<file path="src/hdl/sesu_regs.svh">
`ifndef SESU_REGS_SVH
`define SESU_REGS_SVH
// event status bit positions
`define SESU_BIT_OPC 0
`define SESU_BIT_QRY 2
`define SESU_BIT_DEV 3
`define SESU_BIT_EXE 4
`define SESU_BIT_CMD 5
// flags that can ever be set: bits 5,4,3,2,0
`define SESU_USED_MASK 8'h3d
`define SESU_MASK_RESET 8'h00
`define SESU_FLAGS_RESET 8'h00
// summary position in the status byte
`define SESU_SUMMARY_POS 5
// ascii characters for the completion query and id replies
`define SESU_ASCII_ZERO 8'h30
`define SESU_ASCII_ONE 8'h31
`define SESU_ASCII_COMMA 8'h2c
`define SESU_ASCII_SLASH 8'h2f
`define SESU_ASCII_DIGIT0 8'h30
`define SESU_ID_LEN 34
`endif

</file>
<file path="src/hdl/sesu_pkg.sv">
package sesu_pkg;
  typedef enum logic [2:0] {
    SESU_CMD_NONE,
    SESU_CMD_CLEAR_STATUS,
    SESU_CMD_MASK_WRITE,
    SESU_CMD_MASK_READ,
    SESU_CMD_FLAGS_READ,
    SESU_CMD_OPC_ARM,
    SESU_CMD_OPC_QUERY,
    SESU_CMD_ID_QUERY
  } sesu_cmd_e;
  typedef struct packed {
    logic cmd_err;
    logic exe_err;
    logic dev_err;
    logic qry_err;
    logic fault_q;
  } sesu_err_s;
  typedef struct packed {
    logic valid;
    logic [7:0] data;
    logic last;
  } sesu_byte_s;
endpackage

</file>
<file path="src/hdl/sesu_flag_bit.sv">
`timescale 1ns/10ps
// one sticky flag: set wins over clear
module sesu_flag_bit
  import sesu_pkg::*;
(
  input wire logic clk_i,
  input wire logic resetn_i,
  input wire logic set_i,
  input wire logic clr_i,
  output logic flag_o
);
  logic flag_q;
  always_ff @(posedge clk_i or negedge resetn_i)
  begin
    if (!resetn_i)
      flag_q <= 1'b0;
    else if (set_i)
      flag_q <= 1'b1;
    else if (clr_i)
      flag_q <= 1'b0;
  end
  assign flag_o = flag_q;
endmodule // sesu_flag_bit

</file>
<file path="src/hdl/sesu_id_rom.sv">
`timescale 1ns/10ps
`include "sesu_regs.svh"
// identification string: maker,model rating date,serial,revision
module sesu_id_rom
  import sesu_pkg::*;
#(
  parameter logic [7:0] MAKER_CHAR = 8'h41, // arbitrary value
  parameter logic [7:0] MODEL_CHAR = 8'h42, // arbitrary value
  parameter logic [23:0] RATING = 24'h312d31,
  parameter logic [15:0] CAL_MONTH = 16'h3031,
  parameter logic [15:0] CAL_DAY = 16'h3031,
  parameter logic [31:0] CAL_YEAR = 32'h32303030,
  parameter logic [47:0] SERIAL_DIGITS = 48'h303030303030,
  parameter logic [31:0] FW_REV = 32'h312e3030
)
(
  input wire logic [5:0] idx_i,
  output logic [7:0] char_o
);
  logic [8*`SESU_ID_LEN-1:0] str;
  assign str = {MAKER_CHAR, MAKER_CHAR, MAKER_CHAR, `SESU_ASCII_COMMA,
                MODEL_CHAR, MODEL_CHAR, MODEL_CHAR, 8'h20, RATING, 8'h20,
                CAL_MONTH, `SESU_ASCII_SLASH, CAL_DAY, `SESU_ASCII_SLASH, CAL_YEAR,
                `SESU_ASCII_COMMA, SERIAL_DIGITS, `SESU_ASCII_COMMA, FW_REV};
  always_comb
  begin
    char_o = 8'h00;
    if (idx_i < 6'(`SESU_ID_LEN))
      char_o = str[8*(`SESU_ID_LEN-1-idx_i) +: 8];
  end
endmodule // sesu_id_rom

</file>
<file path="src/hdl/sesu_unit.sv">
`timescale 1ns/10ps
`include "sesu_regs.svh"
// What this block does
// - command class error sets flag bit 5
// - execution class error sets flag bit 4
// - device class error sets flag bit 3
// - output fault also sets device error flag
// - query class error sets flag bit 2
// - bits 7,6,1 unused; bit 0 completion
// - flags read returns contents then clears
// - masked flags ORed into summary bit 5
// - mask one passes flag, zero blocks
// - mask query returns stored value unchanged
// - completion arm clears bit 0
// - bit 0 sets once all processors idle
// - commands keep running while completion pending
// - completion query replies ascii 0 while pending
// - completion query replies ascii 1 when done
// - completion query never stalls later commands
// - id reply is four comma fields
// - calibration date as MM/DD/YYYY
// - serial field has six digits
// - mask accepts 0..255, resets to 0
// - clear status empties flags, keeps mask
module sesu_unit
  import sesu_pkg::*;
(
  input wire logic clk_i,
  input wire logic resetn_i,
  input wire logic cmd_valid_i,
  input wire sesu_cmd_e cmd_i,
  input wire logic [7:0] cmd_data_i,
  input wire sesu_err_s err_i,
  input wire logic [2:0] proc_idle_i,
  output logic resp_valid_o,
  output logic [7:0] resp_data_o,
  output logic resp_last_o,
  output logic summary_o,
  output logic [7:0] status_byte_part_o,
  output logic err_queue_clear_o
);
  // ==========================================================
  // command decode
  logic take_clr, take_wr, take_mrd, take_frd, take_arm, take_oq, take_id;
  assign take_clr = cmd_valid_i && (cmd_i == SESU_CMD_CLEAR_STATUS);
  assign take_wr = cmd_valid_i && (cmd_i == SESU_CMD_MASK_WRITE);
  assign take_mrd = cmd_valid_i && (cmd_i == SESU_CMD_MASK_READ);
  assign take_frd = cmd_valid_i && (cmd_i == SESU_CMD_FLAGS_READ);
  assign take_arm = cmd_valid_i && (cmd_i == SESU_CMD_OPC_ARM);
  assign take_oq = cmd_valid_i && (cmd_i == SESU_CMD_OPC_QUERY);
  assign take_id = cmd_valid_i && (cmd_i == SESU_CMD_ID_QUERY);

  // ==========================================================
  // idle inputs come from other processors: synchronise
  logic [2:0] idle_s1_q, idle_s2_q;
  always_ff @(posedge clk_i or negedge resetn_i)
  begin
    if (!resetn_i)
    begin
      idle_s1_q <= 3'h0;
      idle_s2_q <= 3'h0;
    end
    else
    begin
      idle_s1_q <= proc_idle_i;
      idle_s2_q <= idle_s1_q;
    end
  end
  logic all_idle;
  assign all_idle = &idle_s2_q;

  // ==========================================================
  // enable mask
  logic [7:0] mask_q;
  always_ff @(posedge clk_i or negedge resetn_i)
  begin
    if (!resetn_i)
      mask_q <= `SESU_MASK_RESET;
    else if (take_wr)
      mask_q <= cmd_data_i;
  end

  // ==========================================================
  // completion tracking; pending never stalls the decoder
  logic pending_q;
  always_ff @(posedge clk_i or negedge resetn_i)
  begin
    if (!resetn_i)
      pending_q <= 1'b0;
    else if (take_clr)
      pending_q <= 1'b0;
    else if (take_arm)
      pending_q <= 1'b1;
    else if (pending_q && all_idle)
      pending_q <= 1'b0;
  end
  logic opc_set;
  assign opc_set = pending_q && all_idle && !take_arm && !take_clr;

  // ==========================================================
  // event flags
  wire logic [7:0] flags;
  logic [7:0] set_vec;
  logic flag_clr;
  assign flag_clr = take_frd || take_clr;
  always_comb
  begin
    set_vec = 8'h00;
    set_vec[`SESU_BIT_CMD] = err_i.cmd_err;
    set_vec[`SESU_BIT_EXE] = err_i.exe_err;
    set_vec[`SESU_BIT_DEV] = err_i.dev_err || err_i.fault_q;
    set_vec[`SESU_BIT_QRY] = err_i.qry_err;
    set_vec[`SESU_BIT_OPC] = opc_set;
    set_vec = set_vec & `SESU_USED_MASK;
  end
  genvar g;
  generate
    for (g = 0; g < 8; g++)
    begin : g_flag
      if (((`SESU_USED_MASK >> g) & 1) != 0)
      begin : g_used
        logic clr_b;
        // arm forces bit 0 low unless it is being set
        assign clr_b = flag_clr || ((g == `SESU_BIT_OPC) && take_arm);
        sesu_flag_bit u_bit (
          .clk_i(clk_i),
          .resetn_i(resetn_i),
          .set_i(set_vec[g]),
          .clr_i(clr_b),
          .flag_o(flags[g])
        );
      end
      else
      begin : g_unused
        assign flags[g] = 1'b0;
      end
    end
  endgenerate

  // ==========================================================
  // summary into the status byte
  logic summary_q;
  always_ff @(posedge clk_i or negedge resetn_i)
  begin
    if (!resetn_i)
      summary_q <= 1'b0;
    else
      summary_q <= |(flags & mask_q);
  end
  assign summary_o = summary_q;
  logic [7:0] sbp_q;
  always_ff @(posedge clk_i or negedge resetn_i)
  begin
    if (!resetn_i)
      sbp_q <= 8'h00;
    else
      sbp_q <= 8'(|(flags & mask_q)) << `SESU_SUMMARY_POS;
  end
  assign status_byte_part_o = sbp_q;

  logic eqc_q;
  always_ff @(posedge clk_i or negedge resetn_i)
  begin
    if (!resetn_i)
      eqc_q <= 1'b0;
    else
      eqc_q <= take_clr;
  end
  assign err_queue_clear_o = eqc_q;

  // ==========================================================
  // replies; an id stream is dropped if a new query arrives
  logic id_busy_q;
  logic [5:0] id_idx_q;
  logic [7:0] id_char;
  sesu_id_rom u_rom (
    .idx_i(id_idx_q),
    .char_o(id_char)
  );
  always_ff @(posedge clk_i or negedge resetn_i)
  begin
    if (!resetn_i)
    begin
      id_busy_q <= 1'b0;
      id_idx_q <= 6'h00;
    end
    else if (take_id)
    begin
      id_busy_q <= 1'b1;
      id_idx_q <= 6'h00;
    end
    else if (id_busy_q && !(take_mrd || take_frd || take_oq))
    begin
      id_idx_q <= id_idx_q + 6'h01;
      if (id_idx_q == 6'(`SESU_ID_LEN - 1))
        id_busy_q <= 1'b0;
    end
    else if (id_busy_q)
      id_busy_q <= 1'b0;
  end

  sesu_byte_s resp_q;
  always_ff @(posedge clk_i or negedge resetn_i)
  begin
    if (!resetn_i)
      resp_q <= '0;
    else if (take_mrd)
      resp_q <= '{valid: 1'b1, data: mask_q, last: 1'b1};
    else if (take_frd)
      resp_q <= '{valid: 1'b1, data: flags, last: 1'b1};
    else if (take_oq)
      resp_q <= '{valid: 1'b1, data: pending_q ? `SESU_ASCII_ZERO : `SESU_ASCII_ONE,
                  last: 1'b1};
    else if (id_busy_q)
      resp_q <= '{valid: 1'b1, data: id_char,
                  last: id_idx_q == 6'(`SESU_ID_LEN - 1)};
    else
      resp_q <= '0;
  end
  assign resp_valid_o = resp_q.valid;
  assign resp_data_o = resp_q.data;
  assign resp_last_o = resp_q.last;

  // ==========================================================
  // shadow of the last mask write, kept apart from mask_q
  // so the readback check does not lean on the register it checks
  logic [7:0] mask_shadow_q;
  always_ff @(posedge clk_i or negedge resetn_i)
  begin
    if (!resetn_i)
      mask_shadow_q <= `SESU_MASK_RESET;
    else if (take_wr)
      mask_shadow_q <= cmd_data_i;
  end
endmodule // sesu_unit

</file>
<file path="config.mk">
export PLATFORM = sky130hd
export DESIGN_NAME = sesu_unit
export DESIGN_NICKNAME = d
export VERILOG_FILES = /design/src/hdl/sesu_pkg.sv /design/src/hdl/sesu_flag_bit.sv /design/src/hdl/sesu_id_rom.sv /design/src/hdl/sesu_unit.sv
export VERILOG_INCLUDE_DIRS = /design/src /design/src/hdl
export SDC_FILE = /design/constraint.sdc
export NUM_CORES = 1
export LEC_CHECK = 0
export BUFFER_PORTS_ARGS = -buffer_cell sky130_fd_sc_hd__buf_4
export CORE_UTILIZATION = 55
export DETAILED_ROUTE_END_ITERATION = 6
export PLACE_DENSITY = 0.85
export SLEW_MARGIN = 20
export SYNTH_ARGS = -nofsm -noshare
export SYNTH_HDL_FRONTEND = slang
export SYNTH_SLANG_ARGS = --single-unit
</file>
<file path="constraint.sdc">
create_clock -name clk_i -period 3.1 [get_ports clk_i]
set_clock_uncertainty 0.1 [all_clocks]
set_input_delay 0.775 -clock clk_i [delete_from_list [all_inputs] [get_ports clk_i]]
set_output_delay 0.775 -clock clk_i [all_outputs]
set_load 0.01 [all_outputs]
</file>
==> Word-level counts from Yosys, hierarchy flattened <==
Index checks and enable logic that the tools add are counted.
{ "word_totals": {"inputBits": 22, "output_inout_bits": 20, "elab_cells": 79, "reg_bits": 39} }
{ "classes": {"n_shift": 1, "n_addsub": 2, "eq_ne": 9, "n_lt_le_gt_ge": 1, "n_reduce_logical": 28, "bitwise_logic": 1, "muxes": 21} }
{ "ops": {"columns": ["op", "n"], "rows": [
  ["272-bit by 33-bit indexed part select with 8-bit output, first input constant", 1],
  ["10-bit two-way mux", 4],
  ["1-bit two-way mux", 14],
  ["3-bit equality test, second input constant", 4],
  ["6-bit two-way mux", 2],
  ["2-bit nonzero test", 6],
  ["1-bit logical AND", 11],
  ["6-bit by 8-bit bitwise AND with 8-bit output", 1],
  ["8-bit two-way mux", 1],
  ["8-bit OR reduction", 1],
  ["6-bit by 6-bit subtractor with 7-bit output, first input constant", 1],
  ["6-bit by 1-bit adder with 6-bit output, second input constant", 1],
  ["3-bit by 2-bit equality test with 1-bit output, second input constant", 2],
  ["6-bit equality test, second input constant", 1],
  ["6-bit < comparator, second input constant", 1],
  ["1-bit logical OR", 5],
  ["3-bit by 1-bit equality test with 1-bit output, second input constant", 1],
  ["1-bit zero test", 3],
  ["3-bit by 2-bit inequality test with 1-bit output, second input constant", 1],
  ["3-bit AND reduction", 1],
  ["3-bit nonzero test", 1]
]} }

==> Depth between registers and ports, before layout <==
{ "depth": {"depth_word": 8, "ltp_mapped": 9, "ltp_nobuf": 7} }

==> By module <==
From an unflattened synthesis, not the netlist that was laid out.
{ "hier_totals": {"hier_cells": 246, "area_unflattened_um2": 2414.8} }
{ "modules_own_cells": {"columns": ["module", "seq_area_each_um2", "cells_per_inst", "area_per_inst_um2", "instances"], "rows": [
  ["sesu_unit", 850.8, 140, 1609.0, 1],
  ["sesu_id_rom", 0.0, 91, 624.3, 1],
  ["sesu_flag_bit", 25.0, 3, 36.3, 5]
]} }

==> Least setup slack after synthesis <==
Ideal clock, no wire load.
{ "synth_path": {"kind": "register to register", "from": "register id_idx_q[1]", "to": "register resp_q, in the netlist resp_data_o[0]", "arrival_time_ps": 2248, "period_less_slack_ps": 2435, "required_ps": 2913, "stages_incl_launch_ff": 10, "slack_ps": 665, "n_path_buf": 2, "setup_ps": 87, "path_cell_list": "dfrtp_1 > buf_2 > inv_1 > ha_1 > buf_2 > or3b_1 > a221oi_2 > o21a_1 > o2111ai_1 > o211ai_1"} }
{ "synth_via": {"elab_chain_cells": 7, "word_cells_on_any_way": 8, "classes_between": "add/sub (1); order compare (1); shift (1); mux (5)"} }
{ "synth_rtl": {"columns": ["element", "line_no", "rtl"], "rows": [
  ["from (decl)", "sesu_unit.sv:174", "logic [5:0] id_idx_q;"],
  ["from (signal assigned)", "sesu_unit.sv:194", "id_idx_q <= id_idx_q + 6'h01;"],
  ["6-bit by 6-bit subtractor with 7-bit output (no line)", null, null],
  ["272-bit by 33-bit indexed part select with 8-bit output", "sesu_id_rom.sv:29", "char_o = str[8*(`SESU_ID_LEN-1-idx_i) +: 8];"],
  ["8-bit two-way mux *", "sesu_id_rom.sv:28", "if (idx_i < 6'(`SESU_ID_LEN))"],
  ["10-bit two-way mux *", "sesu_unit.sv:214", "else if (id_busy_q)"],
  ["10-bit two-way mux *", "sesu_unit.sv:211", "else if (take_oq)"],
  ["10-bit two-way mux *", "sesu_unit.sv:209", "else if (take_frd)"],
  ["10-bit two-way mux *", "sesu_unit.sv:207", "else if (take_mrd)"],
  ["to (signal assigned)", "sesu_unit.sv:208", "resp_q <= '{valid: 1'b1, data: mask_q, last: 1'b1};"],
  ["to (signal assigned)", "sesu_unit.sv:210", "resp_q <= '{valid: 1'b1, data: flags, last: 1'b1};"],
  ["to (signal assigned)", "sesu_unit.sv:212", "resp_q <= '{valid: 1'b1, data: pending_q ? `SESU_ASCII_ZERO : `SESU_ASCII_ONE,"],
  ["to (decl)", "sesu_unit.sv:202", "sesu_byte_s resp_q;"]
]} }
Mark *: on every way between the ends. The rest lies on a longest branch, timed or not.
A chain may end at the register's enable or synchronous reset.

==> Worst setup path in the final report <==
{ "layout_path": {"from": "register id_idx_q[2]", "to": "register resp_q, in the netlist resp_data_o[0]"} }
The elaborated chain is that of the path after synthesis.

==> impl_metrics.py <==
metrics = {
    "worst_setup_path": {
        "path_buf_inv": 1,
        "start_kind": "flop",
        "cp_cell_sequence": "inv_1 -> ha_1 -> or3b_1 -> a221oi_2 -> o21a_1 -> o2111ai_1 -> o211ai_1",
        "critPathCaptureType": "flop",
        "criticalPathCategory": "flop to flop",
        "critPathMaxFanout": 9,
        "cp_top_family": "compound AO/OA/AOI/OAI gates",
        "rr_startpoint": "id_idx_q[2]",
        "crit_slowest_cell": "dfrtp_1",
        "critPathMaxStageDelay_ps": 530,
        "cp_data_required_time_ps": 3210,
        "critPathLaunch": "id_idx_q[2]",
        "crit_arrival_ps": 2480,
    },
    "sta": {
        "worstMarginPinSlew_ps": 702,
        "relSlewSlack": 0.529,
        "hold_viol_final": 0,
        "fin_crit_ps": 2370,
        "finalSetupViolCount": 0,
        "setup_tns_ps": 0,
        "slew_violations": 0,
        "holdWs_ps": 251,
        "rsz0062_at_grt": "false",
        "post-route-period-util": 0.763,
        "fmax_ghz": 0.423,
    },
    "clocking": {
        "clockBufferDepth": 2,
        "cts_sinks": 39,
        "insertion_delay_ps": 300,
        "cts_tree": "built",
        "cts_root_buf": "clkbuf_8",
        "cts_hold_buf": 0,
        "cts_setup_buffers": 0,
        "h-tree-depth": 2,
        "numCtsBuffers": 5,
        "cts-resized-gates": 0,
        "clk_pin_slew_ps": 80,
    },
    "floorplan": {
        "dieArea_um2": 4250,
        "fp.coreArea_um2": 3740,
        "chipWidth_um": 65.2,
        "pin_count": 42,
        "placementRows": 22,
        "initial_core_util": 0.587,
        "die_h_um": 65.2,
    },
    "yosys": {
        "synth-edff-count": 0,
        "synthArstFlopShare": 1.00,
        "netlist_instances": 223,
        "avgSynthCellArea_um2": 9.86,
        "synth_flop_cell": "dfrtp_1",
        "synthTopCellsByArea": "dfrtp_1 44%, mux2_2 4.6%, nand2_1 3.4%",
        "synth.cell_area_um2": 2200,
        "yosysUniqueCellTypes": 57,
        "synth.top_cell.area_share": 0.444,
        "yosys_warnings": 0,
        "postSynthRegisterBits": 39,
        "ys_seq_area_frac": 0.444,
        "synth_largest_area_cell": "dfrtp_1",
    },
    "grt": {
        "track_usage": 0.250,
        "grt_first_pass_wirelength_um": 7890,
        "grt_max_degree": 40,
        "antenna_found_initial": 0,
        "grt_pass1_vias": 1587,
        "gr-total-overflow": 0,
    },
    "routing": {
        "antenna_left": 0,
        "routed_wirelength_um": 4680,
        "via_per_inst": 5.91,
        "drc_errors": 0,
        "drtIter0Drc": 158,
        "avgRoutedWirePerCell_um": 15.7,
        "vias": 1766,
        "dr.pass1.iters": 5,
    },
    "placement": {
        "post-place-cells": 292,
        "numPortBuffers": 34,
        "dpl.hpwl_um": 3380,
        "place.gp.congestion": 0.865,
        "place_area_um2": 2430,
    },
    "job": {
        "maxCapViolCount": 0,
    },
    "power_and_ir_drop": {
        "p_per_area_nw_per_um2": 859,
        "vdd_drop_max_uv": 429,
        "p_leak_nw": 1.14,
    },
    "cells_and_area": {
        "drive_above_1_share": 0.247,
        "diodes": 0,
        "syn_to_final_growth_pct": 14.5,
        "fin_area_um2": 2520,
        "fin_cells": 299,
        "multiInputGateArea_um2": 1100,
        "utilization": 0.672,
        "num-fill-cells": 299,
        "seq_area_um2": 976,
        "nets": 276,
    },
    "min_path": {
        "hold_class": "flop to flop",
        "worstHoldStart": "idle_s1_q[1]",
    },
    "run_status": {
        "status": "completed",
    },
}
[path summary, 6_finish.rpt]
check                      slack [ps]        endpoint  depth (start not counted)
max                               730  resp_data_o[0]                          7
min                               250    idle_s2_q[1]                          0
max reg2reg                       730  resp_data_o[0]                          7
min reg2reg                       250    idle_s2_q[1]                          0
max in group asynchronous        2230     id_idx_q[1]                          1
min in group asynchronous         330    idle_s1_q[2]                          1
[cell families after synthesis]
| family | after synthesis | share of synthesized area |
|---|---|---|
| AO/OA/AOI/OAI | 55 | 0.185 |
| buffers and inverters | 28 | 0.0655 |
| adder cells (fa/ha/maj) | 3 | 0.0171 |
| other | 1 | 0.00171 |
| multiplexers | 12 | 0.0598 |
| XOR/XNOR | 10 | 0.0433 |
| flip-flops | 39 | 0.444 |
| AND/OR/NAND/NOR | 75 | 0.184 |
[cells in the final DEF (no fill, tap or decap), types with 2 or more instances in the layout]
| cell | Yosys | layout |
|---|---|---|
| clkbuf_8 | 0 | 5 |
| a31oi_1 | 3 | 3 |
| o31ai_1 | 2 | 2 |
| o21ai_1 | 2 | 2 |
| and2_1 | 6 | 6 |
| inv_1 | 7 | 7 |
| a22o_1 | 2 | 2 |
| a22oi_1 | 2 | 2 |
| a21oi_1 | 8 | 8 |
| and3b_1 | 2 | 2 |
| dfrtp_1 | 39 | 39 |
| nor2_1 | 14 | 14 |
| a211oi_1 | 3 | 3 |
| nand2b_1 | 5 | 5 |
| a21o_1 | 5 | 5 |
| nand4_1 | 8 | 8 |
| ha_1 | 3 | 3 |
| xnor2_1 | 4 | 4 |
| o22ai_1 | 2 | 2 |
| o21ai_0 | 8 | 8 |
| conb_1 | 1 | 7 |
| mux2_2 | 9 | 9 |
| nand2_1 | 20 | 20 |
| a21boi_0 | 3 | 3 |
| nand3_1 | 7 | 7 |
| xor2_1 | 5 | 5 |
| nor3b_1 | 2 | 2 |
| buf_4 | 8 | 36 |
| mux2i_1 | 3 | 3 |
[synthesized netlist by cell type (6+ instances only)]
library cell,instances
dfrtp_1,39
buf_2,7
and2_1,6
buf_4,8
inv_1,7
nand3_1,7
clkbuf_1,6
nand4_1,8
nand2_1,20
nor2_1,14
mux2_2,9
o21ai_0,8
a21oi_1,8
[metal layers]
metal	track usage	vias up	wire length [um]
met3	0.0590	9	319
li1	-	838	-
met2	0.363	91	2140
met5	0	-	0
met1	0.359	828	2120
met4	0.0951	0	99
[state kept, by name, indices dropped and copies added (netlist names)]
| register | flops |
|---|---|
| resp_data_o | 8 |
| id_busy_q | 1 |
| resp_last_o | 1 |
| resp_valid_o | 1 |
| g_flag.g_used.u_bit.flag_o | 5 |
| status_byte_part_o | 1 |
| id_idx_q | 6 |
| idle_s2_q | 3 |
| err_queue_clear_o | 1 |
| pending_q | 1 |
| mask_q | 8 |
| idle_s1_q | 3 |
[per-stage QoR]
stage | setup slack, ps | power [mW]
floorplan | 665 | 1.56
global placement | 845 | 1.80
detailed placement | 790 | 1.81
CTS | 752 | 2.15
global route | 545 | 2.33
finish | 734 | 2.16
[layout make-up]
type / instances / share of cell area
Multi-Input combinational cell: 162 / 0.438
Clock buffer: 5 / 0.0273
Clock inverter: 2 / 0.00547
Sequential cell: 39 / 0.388
Timing Repair Buffer: 36 / 0.107
Tap cell: 48 / 0.0239
Inverter: 7 / 0.0104
[report_power, final]
group	internal (mW)	total, mW	switching [mW]
clock	0.154	0.335	0.181
combinational	0.483	1.09	0.604
sequential	0.605	0.740	0.135
total	1.24	2.16	0.920
Note: power is estimated with default switching activity, not from simulation.
